[src/design/epd_pkg.sv]
// Shared constants and carrier types for the page-mode dynamic memory controller.
// Assumes one 40 MHz core clock; all memory timing is expressed in whole cycles of it.
package epd_pkg;

   // ==========================================================
   // Clock and geometry
   localparam int CLK_NS = 25;
   localparam int ROW_W = 10;
   localparam int COL_W = 10;
   localparam int ADDR_W = ROW_W + COL_W;
   localparam int REF_ROW_W = 9;
   localparam int REF_ROWS = 512;
   localparam int SYNC_STAGES = 3;
   localparam int CNT_W = 14;
   localparam int INIT_CYCLES = 8;

   // ==========================================================
   // Memory timing in nanoseconds, as printed for the fastest grade
   localparam int T_RAS_NS = 80;
   localparam int T_RP_NS = 60;
   localparam int T_RAH_NS = 12;
   localparam int T_RAC_NS = 80;
   localparam int T_CAC_NS = 20;
   localparam int T_AA_NS = 40;
   localparam int T_RASP_NS = 100000;
   localparam int T_REF_NS = 8000000;
   localparam int T_INIT_NS = 200000;

   // Least times round up, longest times round down, never under one cycle
   function automatic int ceilCyc(input int ns);
      return (ns + CLK_NS - 1) / CLK_NS;
   endfunction

   function automatic int floorCyc(input int ns);
      return (ns / CLK_NS < 1) ? 1 : ns / CLK_NS;
   endfunction

   function automatic int maxOf(input int a, input int b);
      return (a > b) ? a : b;
   endfunction

   // ==========================================================
   // Derived cycle counts
   localparam int RAS_CYC = ceilCyc(T_RAS_NS);
   localparam int RP_CYC = ceilCyc(T_RP_NS);
   localparam int RAH_CYC = ceilCyc(T_RAH_NS);
   localparam int ACC_CYC = ceilCyc(maxOf(T_RAC_NS, maxOf(T_CAC_NS, T_AA_NS)));
   localparam int RD_CYC = ACC_CYC + SYNC_STAGES;
   localparam int PAGE_CYC = floorCyc(T_RASP_NS);
   localparam int REF_INT_CYC = floorCyc(T_REF_NS / REF_ROWS);
   localparam int INIT_CYC = ceilCyc(T_INIT_NS);

   // ==========================================================
   // Carrier types
   typedef struct packed {
      logic rowStrobeN;
      logic colStrobeN;
      logic writeSelN;
      logic [ROW_W-1:0] muxAddrPins;
      logic dataToMem;
   } epd_pins_t;

   typedef struct packed {
      logic write;
      logic [ADDR_W-1:0] addr;
      logic wdata;
   } epd_req_t;

   typedef enum logic [3:0] {
      ST_POWER, ST_IDLE, ST_RAS, ST_COL, ST_CASLO, ST_CAS, ST_OPEN, ST_PRE, ST_REF, ST_HID
   } epd_fsm_t;

   typedef struct packed {
      epd_fsm_t st;
      logic [CNT_W-1:0] cnt;
      logic [CNT_W-1:0] refTmr;
      logic [CNT_W-1:0] pageTmr;
      logic [REF_ROW_W-1:0] refRow;
      logic [3:0] initLeft;
      logic refPend;
      logic haveReq;
      epd_req_t req;
      logic [ROW_W-1:0] openRow;
      logic [SYNC_STAGES-1:0] sync;
      epd_pins_t pins;
      logic reqReady;
      logic rspValid;
      logic rspData;
   } epd_state_t;

endpackage

[src/design/epd_ctrl.sv]
// Host-side controller for a 1M x 1 multiplexed-strobe dynamic memory with page access.
// Assumes the memory sits on plain pins; its data output arrives asynchronously.
// Writes use early write; refresh is strobe-only or hidden after a read.

// What this block does
// - Row half driven, latched at row strobe fall
// - Column half driven on same ten pins
// - Address stable before each capturing strobe falls
// - Same-row accesses cycle column strobe only
// - Reads and writes mix freely within page
// - Refresh all 512 rows every 8 ms
// - Strobe-only refresh: column high, own row
// - Hidden refresh: column low, row strobe cycles
// - Wait 200 us, then eight init cycles
module epd_ctrl #(
   parameter int INIT_WAIT = epd_pkg::INIT_CYC,
   parameter int PAGE_MAX = epd_pkg::PAGE_CYC
) (
   // Clock and reset
   input wire logic core_clk,
   input wire logic rst_n,
   // User request port
   input wire logic reqValid,
   input wire epd_pkg::epd_req_t req,
   output logic reqReady,
   // User read answer
   output logic rspValid,
   output logic rspData,
   // Memory pins
   output epd_pkg::epd_pins_t pins,
   input wire logic dataFromMem
);

   // ==========================================================
   // State
   localparam epd_pkg::epd_state_t RST_STATE = '{
      st: epd_pkg::ST_POWER,
      cnt: epd_pkg::CNT_W'(INIT_WAIT - 1),
      refTmr: epd_pkg::CNT_W'(epd_pkg::REF_INT_CYC - 1),
      pageTmr: '0,
      refRow: '0,
      initLeft: 4'(epd_pkg::INIT_CYCLES),
      refPend: 1'b0,
      haveReq: 1'b0,
      req: '0,
      openRow: '0,
      sync: '0,
      pins: '{rowStrobeN: 1'b1, colStrobeN: 1'b1, writeSelN: 1'b1, muxAddrPins: '0, dataToMem: 1'b0},
      reqReady: 1'b0,
      rspValid: 1'b0,
      rspData: 1'b0
   };

   epd_pkg::epd_state_t s_q;
   epd_pkg::epd_state_t s_d;
   logic accept;

   function automatic logic [epd_pkg::ROW_W-1:0] rowOf(input logic [epd_pkg::ADDR_W-1:0] a);
      return a[epd_pkg::ADDR_W-1 -: epd_pkg::ROW_W];
   endfunction

   function automatic logic [epd_pkg::ROW_W-1:0] refAddr(input logic [epd_pkg::REF_ROW_W-1:0] r);
      return {1'b0, r};
   endfunction

   assign accept = reqValid && s_q.reqReady;

   // ==========================================================
   // Next-state logic
   always_comb begin
      s_d = s_q;
      s_d.rspValid = 1'b0;
      s_d.cnt = (s_q.cnt != '0) ? s_q.cnt - 1'b1 : '0;
      s_d.pageTmr = (s_q.pageTmr != '0) ? s_q.pageTmr - 1'b1 : '0;
      // First stage feeds only the second
      s_d.sync = {s_q.sync[epd_pkg::SYNC_STAGES-2:0], dataFromMem};
      // Row refresh pacing; a new tick wins over a clear below
      if (s_q.refTmr == '0) begin
         s_d.refTmr = epd_pkg::CNT_W'(epd_pkg::REF_INT_CYC - 1);
      end else begin
         s_d.refTmr = s_q.refTmr - 1'b1;
      end
      if (accept) begin
         s_d.req = req;
      end
      unique case (s_q.st)
         epd_pkg::ST_POWER: begin
            if (s_q.cnt == '0) begin
               s_d.st = epd_pkg::ST_IDLE;
            end
         end
         epd_pkg::ST_IDLE: begin
            if (s_q.refPend || s_q.initLeft != '0) begin
               s_d.pins.muxAddrPins = refAddr(s_q.refRow);
               s_d.haveReq = 1'b0;
               s_d.st = epd_pkg::ST_RAS;
            end else if (accept) begin
               s_d.pins.muxAddrPins = rowOf(req.addr);
               s_d.haveReq = 1'b1;
               s_d.st = epd_pkg::ST_RAS;
            end
         end
         epd_pkg::ST_RAS: begin
            // Address was set up a full cycle before this fall
            s_d.pins.rowStrobeN = 1'b0;
            s_d.pageTmr = epd_pkg::CNT_W'(PAGE_MAX - 1);
            s_d.openRow = s_q.pins.muxAddrPins;
            if (s_q.haveReq) begin
               s_d.cnt = epd_pkg::CNT_W'(epd_pkg::RAH_CYC - 1);
               s_d.st = epd_pkg::ST_COL;
            end else begin
               s_d.cnt = epd_pkg::CNT_W'(epd_pkg::RAS_CYC - 1);
               s_d.st = epd_pkg::ST_REF;
            end
         end
         epd_pkg::ST_COL: begin
            if (s_q.cnt == '0) begin
               // Column goes out before the strobe, so access overlaps it
               s_d.pins.muxAddrPins = s_q.req.addr[epd_pkg::COL_W-1:0];
               s_d.pins.writeSelN = ~s_q.req.write;
               s_d.pins.dataToMem = s_q.req.wdata;
               s_d.st = epd_pkg::ST_CASLO;
            end
         end
         epd_pkg::ST_CASLO: begin
            s_d.pins.colStrobeN = 1'b0;
            s_d.cnt = epd_pkg::CNT_W'((s_q.req.write ? epd_pkg::RAS_CYC : epd_pkg::RD_CYC) - 1);
            s_d.st = epd_pkg::ST_CAS;
         end
         epd_pkg::ST_CAS: begin
            // Read waits for access time plus the synchroniser, then a settled sample
            if (s_q.cnt == '0 && (s_q.req.write || s_q.sync[1] == s_q.sync[2])) begin
               s_d.haveReq = 1'b0;
               s_d.pins.writeSelN = 1'b1;
               if (!s_q.req.write) begin
                  s_d.rspValid = 1'b1;
                  s_d.rspData = s_q.sync[2];
               end
               if (!s_q.req.write && s_q.refPend) begin
                  // Keep data on the pin while the row strobe cycles
                  s_d.pins.rowStrobeN = 1'b1;
                  s_d.cnt = epd_pkg::CNT_W'(epd_pkg::RP_CYC - 1);
                  s_d.st = epd_pkg::ST_HID;
               end else begin
                  s_d.pins.colStrobeN = 1'b1;
                  s_d.st = epd_pkg::ST_OPEN;
               end
            end
         end
         epd_pkg::ST_OPEN: begin
            if (s_q.refPend || s_q.pageTmr == '0) begin
               s_d.pins.rowStrobeN = 1'b1;
               s_d.cnt = epd_pkg::CNT_W'(epd_pkg::RP_CYC - 1);
               s_d.st = epd_pkg::ST_PRE;
            end else if (accept) begin
               s_d.haveReq = 1'b1;
               if (rowOf(req.addr) == s_q.openRow) begin
                  s_d.cnt = '0;
                  s_d.st = epd_pkg::ST_COL;
               end else begin
                  s_d.pins.rowStrobeN = 1'b1;
                  s_d.cnt = epd_pkg::CNT_W'(epd_pkg::RP_CYC - 1);
                  s_d.st = epd_pkg::ST_PRE;
               end
            end
         end
         epd_pkg::ST_PRE: begin
            if (s_q.cnt == '0) begin
               // A held request goes first so it is never dropped; refresh follows its access
               if (s_q.haveReq) begin
                  s_d.pins.muxAddrPins = rowOf(s_q.req.addr);
                  s_d.st = epd_pkg::ST_RAS;
               end else if (s_q.refPend || s_q.initLeft != '0) begin
                  s_d.pins.muxAddrPins = refAddr(s_q.refRow);
                  s_d.st = epd_pkg::ST_RAS;
               end else begin
                  s_d.st = epd_pkg::ST_IDLE;
               end
            end
         end
         epd_pkg::ST_REF: begin
            if (s_q.cnt == '0) begin
               s_d.pins.rowStrobeN = 1'b1;
               s_d.pins.colStrobeN = 1'b1;
               s_d.cnt = epd_pkg::CNT_W'(epd_pkg::RP_CYC - 1);
               s_d.refRow = s_q.refRow + 1'b1;
               s_d.initLeft = (s_q.initLeft != '0) ? s_q.initLeft - 1'b1 : '0;
               s_d.st = epd_pkg::ST_PRE;
            end
         end
         epd_pkg::ST_HID: begin
            if (s_q.cnt == '0) begin
               s_d.pins.muxAddrPins = refAddr(s_q.refRow);
               s_d.haveReq = 1'b0;
               s_d.st = epd_pkg::ST_RAS;
            end
         end
      endcase
      // A pacing tick in the same cycle as a finished refresh is kept
      if (s_q.st == epd_pkg::ST_REF && s_q.cnt == '0) begin
         s_d.refPend = (s_q.refTmr == '0);
      end else if (s_q.refTmr == '0) begin
         s_d.refPend = 1'b1;
      end
      // Ready only where a request can be taken next cycle without loss
      // Late page accesses are refused so the row-low limit still holds
      s_d.reqReady = (s_d.st == epd_pkg::ST_IDLE || s_d.st == epd_pkg::ST_OPEN) && !s_d.refPend &&
         !s_d.haveReq && s_d.initLeft == '0 &&
         (s_d.st == epd_pkg::ST_IDLE || s_d.pageTmr > epd_pkg::CNT_W'(2 * epd_pkg::RD_CYC));
   end

   // ==========================================================
   // State register
   always_ff @(posedge core_clk or negedge rst_n) begin
      if (!rst_n) begin
         s_q <= RST_STATE;
      end else begin
         s_q <= s_d;
      end
   end

   assign reqReady = s_q.reqReady;
   assign rspValid = s_q.rspValid;
   assign rspData = s_q.rspData;
   assign pins = s_q.pins;
endmodule

[config.mk]
export PLATFORM = sky130hd
export DESIGN_NAME = epd_ctrl
export DESIGN_NICKNAME = d
export VERILOG_FILES = /design/src/design/epd_pkg.sv /design/src/design/epd_ctrl.sv
export SDC_FILE = /design/constraint.sdc
export NUM_CORES = 1
export LEC_CHECK = 0
export CAP_MARGIN = 10
export CELL_PAD_IN_SITES_DETAIL_PLACEMENT = 0
export CELL_PAD_IN_SITES_GLOBAL_PLACEMENT = 1
export CORE_ASPECT_RATIO = 1.4
export CORE_UTILIZATION = 45
export DETAILED_ROUTE_END_ITERATION = 10
export DONT_BUFFER_PORTS = 1
export PLACE_DENSITY_LB_ADDON = 0.1
export SYNTH_ARGS = -nofsm -noshare
export SYNTH_HDL_FRONTEND = slang
export SYNTH_SLANG_ARGS = --single-unit
[constraint.sdc]
create_clock -name core_clk -period 3.4 [get_ports core_clk]
set_clock_uncertainty 0.2 [all_clocks]
set_input_delay 0.68 -clock core_clk [delete_from_list [all_inputs] [get_ports core_clk]]
set_output_delay 0.68 -clock core_clk [all_outputs]
set_load 0.05 [all_outputs]
==> key figures, run 1 <==
Drt
  • Vias per cell: 5.95
  • Drt total wl: 13900 um
  • Vias: 4542
  • Post-route ant nets: 0
  • DRT iter0 DRCs: 381
  • DRC errors left: 1
  • Post-DR wirelength/cell: 18.2 um
  • Drt first pass iters: 9

Synth
  • Syn Area/Cell: 9.90 um^2
  • Largest area contributor in the netlist: dfrtp_1
  • EDFF count, synth: 0
  • Synthesized flop and latch total: 113
  • Post-Syn Instances: 592
  • Sequential-to-total area share from yosys stat: 48.6%
  • Synth top area share: 40.1%
  • Cell variety after synth: 67
  • YS warnings: 0
  • Synth cell count leaders: 94 x dfrtp_1, 71 x nand2_1, 47 x nor2_1
  • Ys flop type: dfrtp_1
  • Post-synthesis net count: 623
  • Post-synth ARST share: 100%
  • Largest cells by area after synthesis: dfrtp_1 40%, dfstp_2 8.5%, xnor2_1 4.9%
  • Mapped Area: 0.00586 mm^2
  • Cell with the most instances after synthesis: dfrtp_1

Timing
  • Hold Worst Slack: -0.235 ns
  • Worst Tran Pin Value: 0.763 ns
  • Fin. max-slew vios: 0
  • Max frequency: 308 MHz
  • PnR worst setup slack: 0.151 ns
  • Max-slew headroom: 49.1%
  • Crit path time final: 3.25 ns
  • Hold Fails Final Rpt: 112
  • RSZ-0062 raised after global routing: false
  • Final worst-path cycle share: 95.5%
  • # setup viols final: 0

Power
  • P_leak: 2.87 nW
  • Cell Pwr Density: 935 mW/mm^2
  • VDD IR max: 460 uV

Floorplanning
  • Ports: 43
  • Die Y: 137 um
  • Starting Density: 46.0%
  • Row count: 49
  • Die Area: 0.0135 mm^2
  • Core ar.: 0.0128 mm^2
  • Die Wd: 98.5 um

CTS
  • Clk root buf: clkbuf_16
  • Worst skew pair latency: 0.42 ns
  • CTS clk-pin slew, worst paths: 0.06 ns
  • CTS sink cnt: 113
  • Clock buffer depth: 2
  • Inserted Clock Buffers: 17
  • Max H-tree Level: 4
  • CTS tree: yes

Placed design
  • Dpl ws: -0.00853 ns
  • Global placer's final weighted congestion: 0.905
  • Placed Cells: 727
  • Post-DP Area: 0.00604 mm^2
  • Hpwl dp: 9460 um
  • # port buffers: 0

GRT
  • Vias in the first global route: 4479
  • Aggregate global routing overflow: 0
  • Global-route usage over all layers: 22.1%
  • First-pass GRT wire length: 22800 um
  • Largest net degree at the start of global routing: 114
  • Initial antenna violation count: 0

Final layout
  • # diodes: 0
  • Multi-input logic area: 0.00275 mm^2
  • Fin cells: 764
  • Final core utilization: 52.6%
  • FF/Latch Area: 0.00285 mm^2
  • Area grow syn2layout: 14.4%
  • # nets final: 629
  • Fillers: 1210
  • Fraction of layout cells with a size suffix above 1: 19.5%
  • Design Area, Final: 0.00671 mm^2

Worst setup path
  • Crit path from: s_q[95]
  • Terminus of the critical flop-to-flop path: reqReady
  • RR Startpoint: s_q[95]
  • WP data arrival: 3.36 ns
  • Cells on worst reg2reg path: 10
  • WS Path Type: flip-flop to flip-flop
  • Setup crit end: reqReady
  • CP Launch Type: flip-flop
  • CP Data Required Time: 3.51 ns
  • CP max FO: 5
  • CP endpoint kind: flip-flop
  • R2r setup slk: 0.15 ns

Status
  • Violated checks: DRC, hold timing
  • Status: finished with violations

Worst hold path
  • Hold Crit Class: input pin to asynchronous set/reset pin

Flow run
  • # Max-Cap Violations: 0
[registers in the layout, indices dropped and copies added, names as in the netlist]
| signal | flops |
|---|---|
| rspValid | 1 |
| s_d | 2 |
| rspData | 1 |
| reqReady | 1 |
| s_q | 94 |
| pins | 14 |
[per-layer routing]
metal / up-vias / wire [um] / global-route usage [%]
li1: 2133 / - / -
met1: 2247 / 5490 / 24.4
met2: 131 / 7300 / 39.9
met3: 31 / 688 / 5.11
met4: 0 / 396 / 10.4
met5: - / 0 / 0
[stage by stage]
| stage | total power, mW | hold WS [ns] | setup TNS [ns] |
|---|---|---|---|
| after detailed placement | 4.39 | 0.144 | -0.00853 |
| final | 6.27 | -0.235 | 0 |
| after global placement | 4.36 | 0.136 | 0 |
| after CTS | 6.31 | -0.248 | 0 |
| after floorplan | 3.93 | 0.131 | 0 |
| after global routing | 6.64 | -0.255 | 0 |
[worst min path at each step]
stage               startpoint  endpoint  depth (start not counted)
detailed placement     s_d[18]   s_d[19]                          0
finish                   rst_n  s_q[110]                          0
global placement       s_d[18]   s_d[19]                          0
floorplan              s_d[18]   s_d[19]                          0
global route             rst_n  s_q[112]                          0
CTS                      rst_n  s_q[112]                          0
[report_power, final]
group | internal [mW] | switching [mW] | total, mW
Combinational | 0.893 | 1.03 | 1.92
Clock | 1.18 | 0.671 | 1.85
Sequential | 1.82 | 0.677 | 2.50
Total | 3.90 | 2.38 | 6.27
[final cells by class]
class	instances	share of cell area, %
Multi-Input combinational cell	423	41.1
Inverter	12	0.672
Clock buffer	18	6.55
Sequential cell	113	42.5
Clock inverter	14	2.67
Timing Repair Buffer	31	3.66
Tap cell	153	2.86
[cells in the final DEF (no fill, tap or decap), types with 12 or more instances in the layout]
cell	count
buf_4	30
dfrtp_1	94
nor3_1	21
or3_1	12
xnor2_1	33
a21oi_1	28
nand3_1	13
o21ai_0	26
clkbuf_16	17
dfstp_2	19
mux2_2	21
inv_1	12
nor2_1	47
nand2_1	71
[critical path, stage by stage, from the launching register on]
cell and delay, ns:
dfstp_2 0.38, inv_1 0.09, ha_1 0.14, or4b_4 0.48, nor4_4 0.37, buf_4 0.20
o22ai_1 0.09, o211ai_1 0.23, o211a_1 0.21, or4b_1 0.47, a2111oi_2 0.30
[timing repair]
item                                   in CTS  in global routing
pin swaps                                   3                  0
endpoints found under the hold margin     113                113
resized for setup                           1                  1
setup buffers                               5                  0
cloned                                      0                  0
setup endpoints to repair                   1                  1
[logic make-up (layout without fill, tap and decap cells)]
group	count (synthesis)	in the layout	share of synthesized area, %
muxes	26	26	4.95
DFF	113	113	48.6
and+or+nand+nor	230	230	20.4
AOI/OAI and AO/OA	118	118	13.6
buffers and inverters	56	75	4.76
xor gates and xnor gates	43	43	6.42
adders and majority gates	6	6	1.24
No activity file was read; power rests on OpenSTA's default activity.
==> run 2: changes to the inputs <==
--- a/config.mk
+++ b/config.mk
@@ -9,7 +9,7 @@
 export CELL_PAD_IN_SITES_DETAIL_PLACEMENT = 0
 export CELL_PAD_IN_SITES_GLOBAL_PLACEMENT = 1
 export CORE_ASPECT_RATIO = 1.4
-export CORE_UTILIZATION = 45
+export CORE_UTILIZATION = 50
 export DETAILED_ROUTE_END_ITERATION = 10
 export DONT_BUFFER_PORTS = 1
 export PLACE_DENSITY_LB_ADDON = 0.1
==> constraint.sdc (replaced) <==
create_clock -name core_clk -period 3.1 [get_ports core_clk]
set_clock_uncertainty 0.2 [all_clocks]
set_input_delay 0.62 -clock core_clk [delete_from_list [all_inputs] [get_ports core_clk]]
set_output_delay 0.62 -clock core_clk [all_outputs]
set_load 0.05 [all_outputs]
==> run 2 against run 1 <==
- the flow finishes with violations (hold timing, setup timing)
- power is 13% higher
- fmax grew 0.13%
- clock power is 9% higher
- first-iteration DRC count rose by 3.9%
- clock-buffer cell count is the same
- combinational power is 24% higher
- final area grew 3.2%
- largest power group unchanged
- highest routed layer unchanged
==> key figures, run 2 (synthesis results as in run 1) <==
Status
  • Status: finished with violations
  • Violated checks: hold timing, setup timing

Drt
  • Vias: 4633 (+2.0%)
  • DRT iter0 DRCs: 396 (+3.9%)
  • DRC errors left: 0 (-1)
  • Post-DR wirelength/cell: 18.5 um (+2.1%)
  • Vias per cell: 5.99 (+0.82%)
  • Drt first pass iters: 5 (-4)
  • Post-route ant nets: 0 (unchanged)
  • Drt total wl: 14300 um (+3.3%)

CTS
  • CTS tree: yes
  • CTS sink cnt: 113 (unchanged)
  • Inserted Clock Buffers: 17 (unchanged)
  • Clock buffer depth: 2 (unchanged)
  • Worst skew pair latency: 0.42 ns (about the same)
  • CTS clk-pin slew, worst paths: 0.06 ns (about the same)
  • Clk root buf: clkbuf_16
  • Max H-tree Level: 4 (unchanged)

Timing
  • PnR worst setup slack: -0.144 ns (-0.296 ns)
  • Worst Tran Pin Value: 0.650 ns (-0.113 ns)
  • Fin. max-slew vios: 0 (unchanged)
  • Max frequency: 308 MHz (+0.13%)
  • Hold Fails Final Rpt: 113 (+0.89%)
  • # setup viols final: 1 (+1)
  • Max-slew headroom: 56.6% (+7.4 points)
  • Final worst-path cycle share: 105% (+9.1 points)
  • Hold Worst Slack: -0.304 ns (-0.0691 ns)
  • RSZ-0062 raised after global routing: true
  • Crit path time final: 3.24 ns (-0.00425 ns)

GRT
  • First-pass GRT wire length: 23000 um (+1.2%)
  • Largest net degree at the start of global routing: 114 (unchanged)
  • Vias in the first global route: 4656 (+4.0%)
  • Aggregate global routing overflow: 0 (unchanged)
  • Initial antenna violation count: 0 (unchanged)
  • Global-route usage over all layers: 24.9% (+2.9 points)

Final layout
  • Fillers: 977 (-19%)
  • Largest register FFs: 94 (unchanged)
  • Area grow syn2layout: 18.0%
  • # diodes: 0 (unchanged)
  • Fraction of layout cells with a size suffix above 1: 23.5% (+4.1 points)
  • Fin cells: 773 (+1.2%)
  • Final core utilization: 60.7% (+8.1 points)
  • Design Area, Final: 0.00692 mm^2 (+3.2%)
  • # nets final: 647 (+2.9%)
  • Most frequent cells in the layout: 94 x dfrtp_1, 71 x nand2_1, 47 x nor2_1, 44 x buf_4, 33 x xnor2_1
  • Biggest register: s_q
  • Most common cell after layout, fill and taps aside: dfrtp_1

Worst setup path
  • WP data arrival: 3.35 ns (about the same)
  • Most frequent CP cell: or4b_4
  • CP Data Required Time: 3.21 ns (-0.30 ns)
  • Slowest CP cell: or4b_4
  • Worst path max stage delay: 0.52 ns (+0.04 ns)
  • Crit path buf inv count: 2 (unchanged)
  • R2r setup slk: -0.14 ns (-0.30 ns)
  • CP endpoint kind: flip-flop
  • CP Launch Type: flip-flop
  • Crit path max-delay family: simple AND/OR/NAND/NOR gates
  • WS Path Type: flip-flop to flip-flop
  • Worst path cell trace: inv_2 > ha_1 > or4b_4 > nor4_4 > buf_4 > nor2_1 > nor4_2 > o211ai_2 > or4b_4 > a2111oi_4
  • CP max FO: 5 (unchanged)

Power
  • VDD IR max: 576 uV (+25%)
  • Cell Pwr Density: 1030 mW/mm^2 (+9.7%)
  • P_leak: 2.97 nW (+3.7%)

Floorplanning
  • Row count: 46 (-6.1%)
  • Die Area: 0.0122 mm^2 (-9.8%)
  • Starting Density: 51.4% (+5.5 points)
  • Die Y: 130 um (-5.1%)
  • Die Wd: 93.5 um (-5.0%)
  • Core ar.: 0.0114 mm^2 (-11%)
  • Ports: 43 (unchanged)

Placed design
  • Global placer's final weighted congestion: 0.886 (-2.1%)
  • Post-DP Area: 0.00615 mm^2 (+1.9%)
  • Placed Cells: 734 (+0.96%)
  • Hpwl dp: 9430 um (-0.28%)
  • # port buffers: 0 (unchanged)

Worst hold path
  • Hold Crit Class: input pin to asynchronous set/reset pin

Flow run
  • # Max-Cap Violations: 0 (unchanged)
[run 2: cell types whose count changed in the layout (fill, tap and decap cells not counted), sizes merged]
cell,delta
buf,+17
clkbuf,+1
clkinv,+1
clkinvlp,-2
inv,+1
[run 2: through the flow]
stage               TNS, ns  setup WS [ns]  power, mW
floorplan                 0         0.0295       4.31
global placement    -0.0916        -0.0916       4.85
detailed placement   -0.182         -0.182       4.91
CTS                  -0.109         -0.109       7.00
global route         -0.239         -0.237       7.48
finish               -0.144         -0.144       7.10
[run 2: power by group]
group	switching, mW	leakage, nW	internal, mW
clock network	0.740	0.296	1.28
registers	0.695	1.39	2.00
logic	1.30	1.29	1.10
[run 2: path summary, 6_finish.rpt]
kind,from,to,depth (start not counted)
worst min-delay path,rst_n,s_q[108],0
worst max-delay path,s_q[95],reqReady,10
max in group asynchronous,rst_n,pins[13],0
min in group core_clk,dataFromMem,s_d[18],0
worst max register to register,s_q[95],reqReady,10
worst min register to register,s_d[18],s_d[19],0
[run 2: timing repair]
item                                    CTS  global route
pin swaps                                 5             3
hold endpoints to repair                113           113
gates resized for setup                   6            14
gates cloned                              0             2
endpoints found under the setup margin    1            12
setup buffers                             1             4
[run 2: layer usage]
| layer | vias up | GRT usage (%) | routed length (um) |
|---|---|---|---|
| li1 | 2167 | - | - |
| met1 | 2309 | 30.3 | 5960 |
| met2 | 124 | 41.4 | 7270 |
| met3 | 33 | 6.18 | 681 |
| met4 | 0 | 12.2 | 417 |
| met5 | - | 0 | 0 |
[run 2: area by class of cell]
type / count / area [um^2] / area share, %
Clock inverter: 14 / 181 / 2.62
Inverter: 12 / 45.0 / 0.651
Timing Repair Buffer: 49 / 400 / 5.79
Multi-Input combinational cell: 423 / 2830 / 40.9
Tap cell: 144 / 180 / 2.60
Clock buffer: 18 / 429 / 6.20
Sequential cell: 113 / 2850 / 41.2
==> run 3: changes to the inputs <==
--- a/config.mk
+++ b/config.mk
@@ -13,6 +13,7 @@
 export DETAILED_ROUTE_END_ITERATION = 10
 export DONT_BUFFER_PORTS = 1
 export PLACE_DENSITY_LB_ADDON = 0.1
+export SKIP_LAST_GASP = 1
 export SYNTH_ARGS = -nofsm -noshare
 export SYNTH_HDL_FRONTEND = slang
 export SYNTH_SLANG_ARGS = --single-unit
==> run 3 against run 2 <==
- the run still ends with hold timing, setup timing left
- die area stayed put
- sequential cell count unchanged
- via count down 0.22%
- combinational power is essentially flat
- largest cell class unchanged
==> key figures, run 3 (synthesis results as in run 1) <==
Timing
  • Hold Worst Slack: -0.300 ns (+0.00388 ns)
  • Worst Tran Pin Value: 0.971 ns (+0.321 ns)
  • PnR worst setup slack: -0.118 ns (+0.0261 ns)
  • Fin. max-slew vios: 0 (unchanged)
  • Final worst-path cycle share: 104% (-0.84 points)
  • Fin Setup TNS: -0.118 ns (+0.0261 ns)
  • Crit path time final: 3.22 ns (-0.0261 ns)
  • # setup viols final: 1 (unchanged)
  • Hold Fails Final Rpt: 113 (unchanged)
  • RSZ-0062 raised after global routing: true
  • Max frequency: 311 MHz (+0.81%)
  • Max-slew headroom: 35.3% (-21 points)

Worst setup path
  • CP endpoint kind: flip-flop
  • Slowest CP cell: or4_4
  • Worst path cell trace: or4_4 > or4_4 > or4b_1 > a31o_1 > o211ai_2 > nand3b_1 > a2111oi_4
  • Worst path max stage delay: 0.57 ns (+0.05 ns)
  • R2r setup slk: -0.12 ns (+0.03 ns)
  • CP Data Required Time: 3.21 ns (about the same)
  • Crit path buf inv count: 0 (-2)
  • CP Launch Type: flip-flop
  • CP max FO: 4 (-1)
  • WS Path Type: flip-flop to flip-flop
  • Crit path max-delay family: simple AND/OR/NAND/NOR gates
  • WP data arrival: 3.32 ns (-0.03 ns)
  • Most frequent CP cell: or4_4

Final layout
  • # diodes: 0 (unchanged)
  • Fillers: 977 (unchanged)
  • Most common cell after layout, fill and taps aside: dfrtp_1
  • Final core utilization: 60.5% (-0.18 points)
  • Most frequent cells in the layout: 94 x dfrtp_1, 71 x nand2_1, 47 x nor2_1, 44 x buf_4, 33 x xnor2_1
  • FF/Latch Area: 0.00285 mm^2 (unchanged)
  • Largest register FFs: 94 (unchanged)
  • Biggest register: s_q
  • Area grow syn2layout: 17.7%
  • # nets final: 647 (unchanged)
  • Fraction of layout cells with a size suffix above 1: 22.9% (-0.64 points)
  • Fin cells: 773 (unchanged)
  • Multi-input logic area: 0.00281 mm^2 (-0.71%)

Power
  • Total power: 7.09 mW (-0.22%)
  • Cell Pwr Density: 1030 mW/mm^2 (about the same)
  • P_leak: 2.97 nW (-0.15%)
  • VDD IR max: 576 uV (about the same)

GRT
  • Vias in the first global route: 4651 (-0.11%)
  • Global-route usage over all layers: 24.9% (about the same)
  • Largest net degree at the start of global routing: 114 (unchanged)
  • Aggregate global routing overflow: 0 (unchanged)
  • Initial antenna violation count: 0 (unchanged)
  • First-pass GRT wire length: 23000 um (about the same)

CTS
  • Clk root buf: clkbuf_16
  • Clock buffer depth: 2 (unchanged)
  • Inserted Clock Buffers: 17 (unchanged)
  • CTS clk-pin slew, worst paths: 0.06 ns (about the same)
  • Worst skew pair latency: 0.42 ns (about the same)
  • CTS sink cnt: 113 (unchanged)
  • Max H-tree Level: 4 (unchanged)
  • CTS tree: yes

Floorplanning
  • Core ar.: 0.0114 mm^2 (unchanged)
  • Ports: 43 (unchanged)
  • Starting Density: 51.4% (unchanged)
  • Die Wd: 93.5 um (unchanged)
  • Die Area: 0.0122 mm^2 (unchanged)
  • Row count: 46 (unchanged)
  • Die Y: 130 um (unchanged)

Placed design
  • Global placer's final weighted congestion: 0.886 (unchanged)
  • # port buffers: 0 (unchanged)
  • Dpl ws: -0.182 ns (unchanged)
  • Hpwl dp: 9430 um (unchanged)
  • Placed Cells: 734 (unchanged)

Status
  • Status: finished with violations
  • Violated checks: hold timing, setup timing

Drt
  • Drt first pass iters: 5 (unchanged)
  • Post-DR wirelength/cell: 18.4 um (-0.57%)
  • Post-route ant nets: 0 (unchanged)
  • Drt total wl: 14300 um (-0.57%)
  • Vias: 4623 (-0.22%)
  • DRT iter0 DRCs: 356 (-10%)
  • Vias per cell: 5.98 (-0.22%)
  • DRC errors left: 0 (unchanged)

Worst hold path
  • Hold Crit Class: input pin to asynchronous set/reset pin

Flow run
  • # Max-Cap Violations: 0 (unchanged)
run 3: metrics by stage:
step	instance area (um^2)	hold WS, ns
2_1_floorplan	5870	0.124
3_3_place_gp	6150	0.129
3_5_place_dp	6150	0.132
4_1_cts	6800	-0.311
5_1_grt	6900	-0.320
6_report	6900	-0.300
run 3: area by class of cell:
| class | instances | area share, % |
|---|---|---|
| Timing Repair Buffer | 49 | 5.80 |
| Clock buffer | 18 | 6.22 |
| Clock inverter | 14 | 2.63 |
| Sequential cell | 113 | 41.3 |
| Tap cell | 144 | 2.61 |
| Inverter | 12 | 0.653 |
| Multi-Input combinational cell | 423 | 40.8 |
run 3: power breakdown:
part,internal [mW],switching (mW)
Combinational,1.09,1.29
Clock,1.28,0.734
Sequential,2.00,0.695
Total,4.37,2.72
run 3: path summary, 6_finish.rpt:
| kind | start | endpoint | cells after the start |
|---|---|---|---|
| setup reg to reg | s_q[106] | reqReady | 7 |
| min in group core_clk | dataFromMem | s_d[18] | 0 |
| hold / removal | rst_n | s_q[101] | 0 |
| hold reg to reg | s_d[18] | s_d[19] | 0 |
| setup / recovery | s_q[106] | reqReady | 7 |
| max in group asynchronous | rst_n | pins[13] | 0 |
run 3: metal layers:
metal / up-vias / GRT usage (%) / routed length [um]
met5: - / 0 / 0
met4: 0 / 12.2 / 444
met3: 38 / 6.18 / 718
met2: 131 / 41.4 / 7110
met1: 2290 / 30.3 / 5990
li1: 2164 / - / -
run 3: worst register-to-register path, delay by kind of cell (launching register included):
family | cells | cell delay (ns)
simple gates | 4 | 1.85
compound gates | 3 | 0.68
flops | 1 | 0.37
run 3: repair_timing:
action	in CTS	in global routing
endpoints found under the hold margin	113	113
buffers inserted	1	4
resized for setup	6	10
setup endpoints to repair	1	12
cloned	0	2
pin swaps	4	3
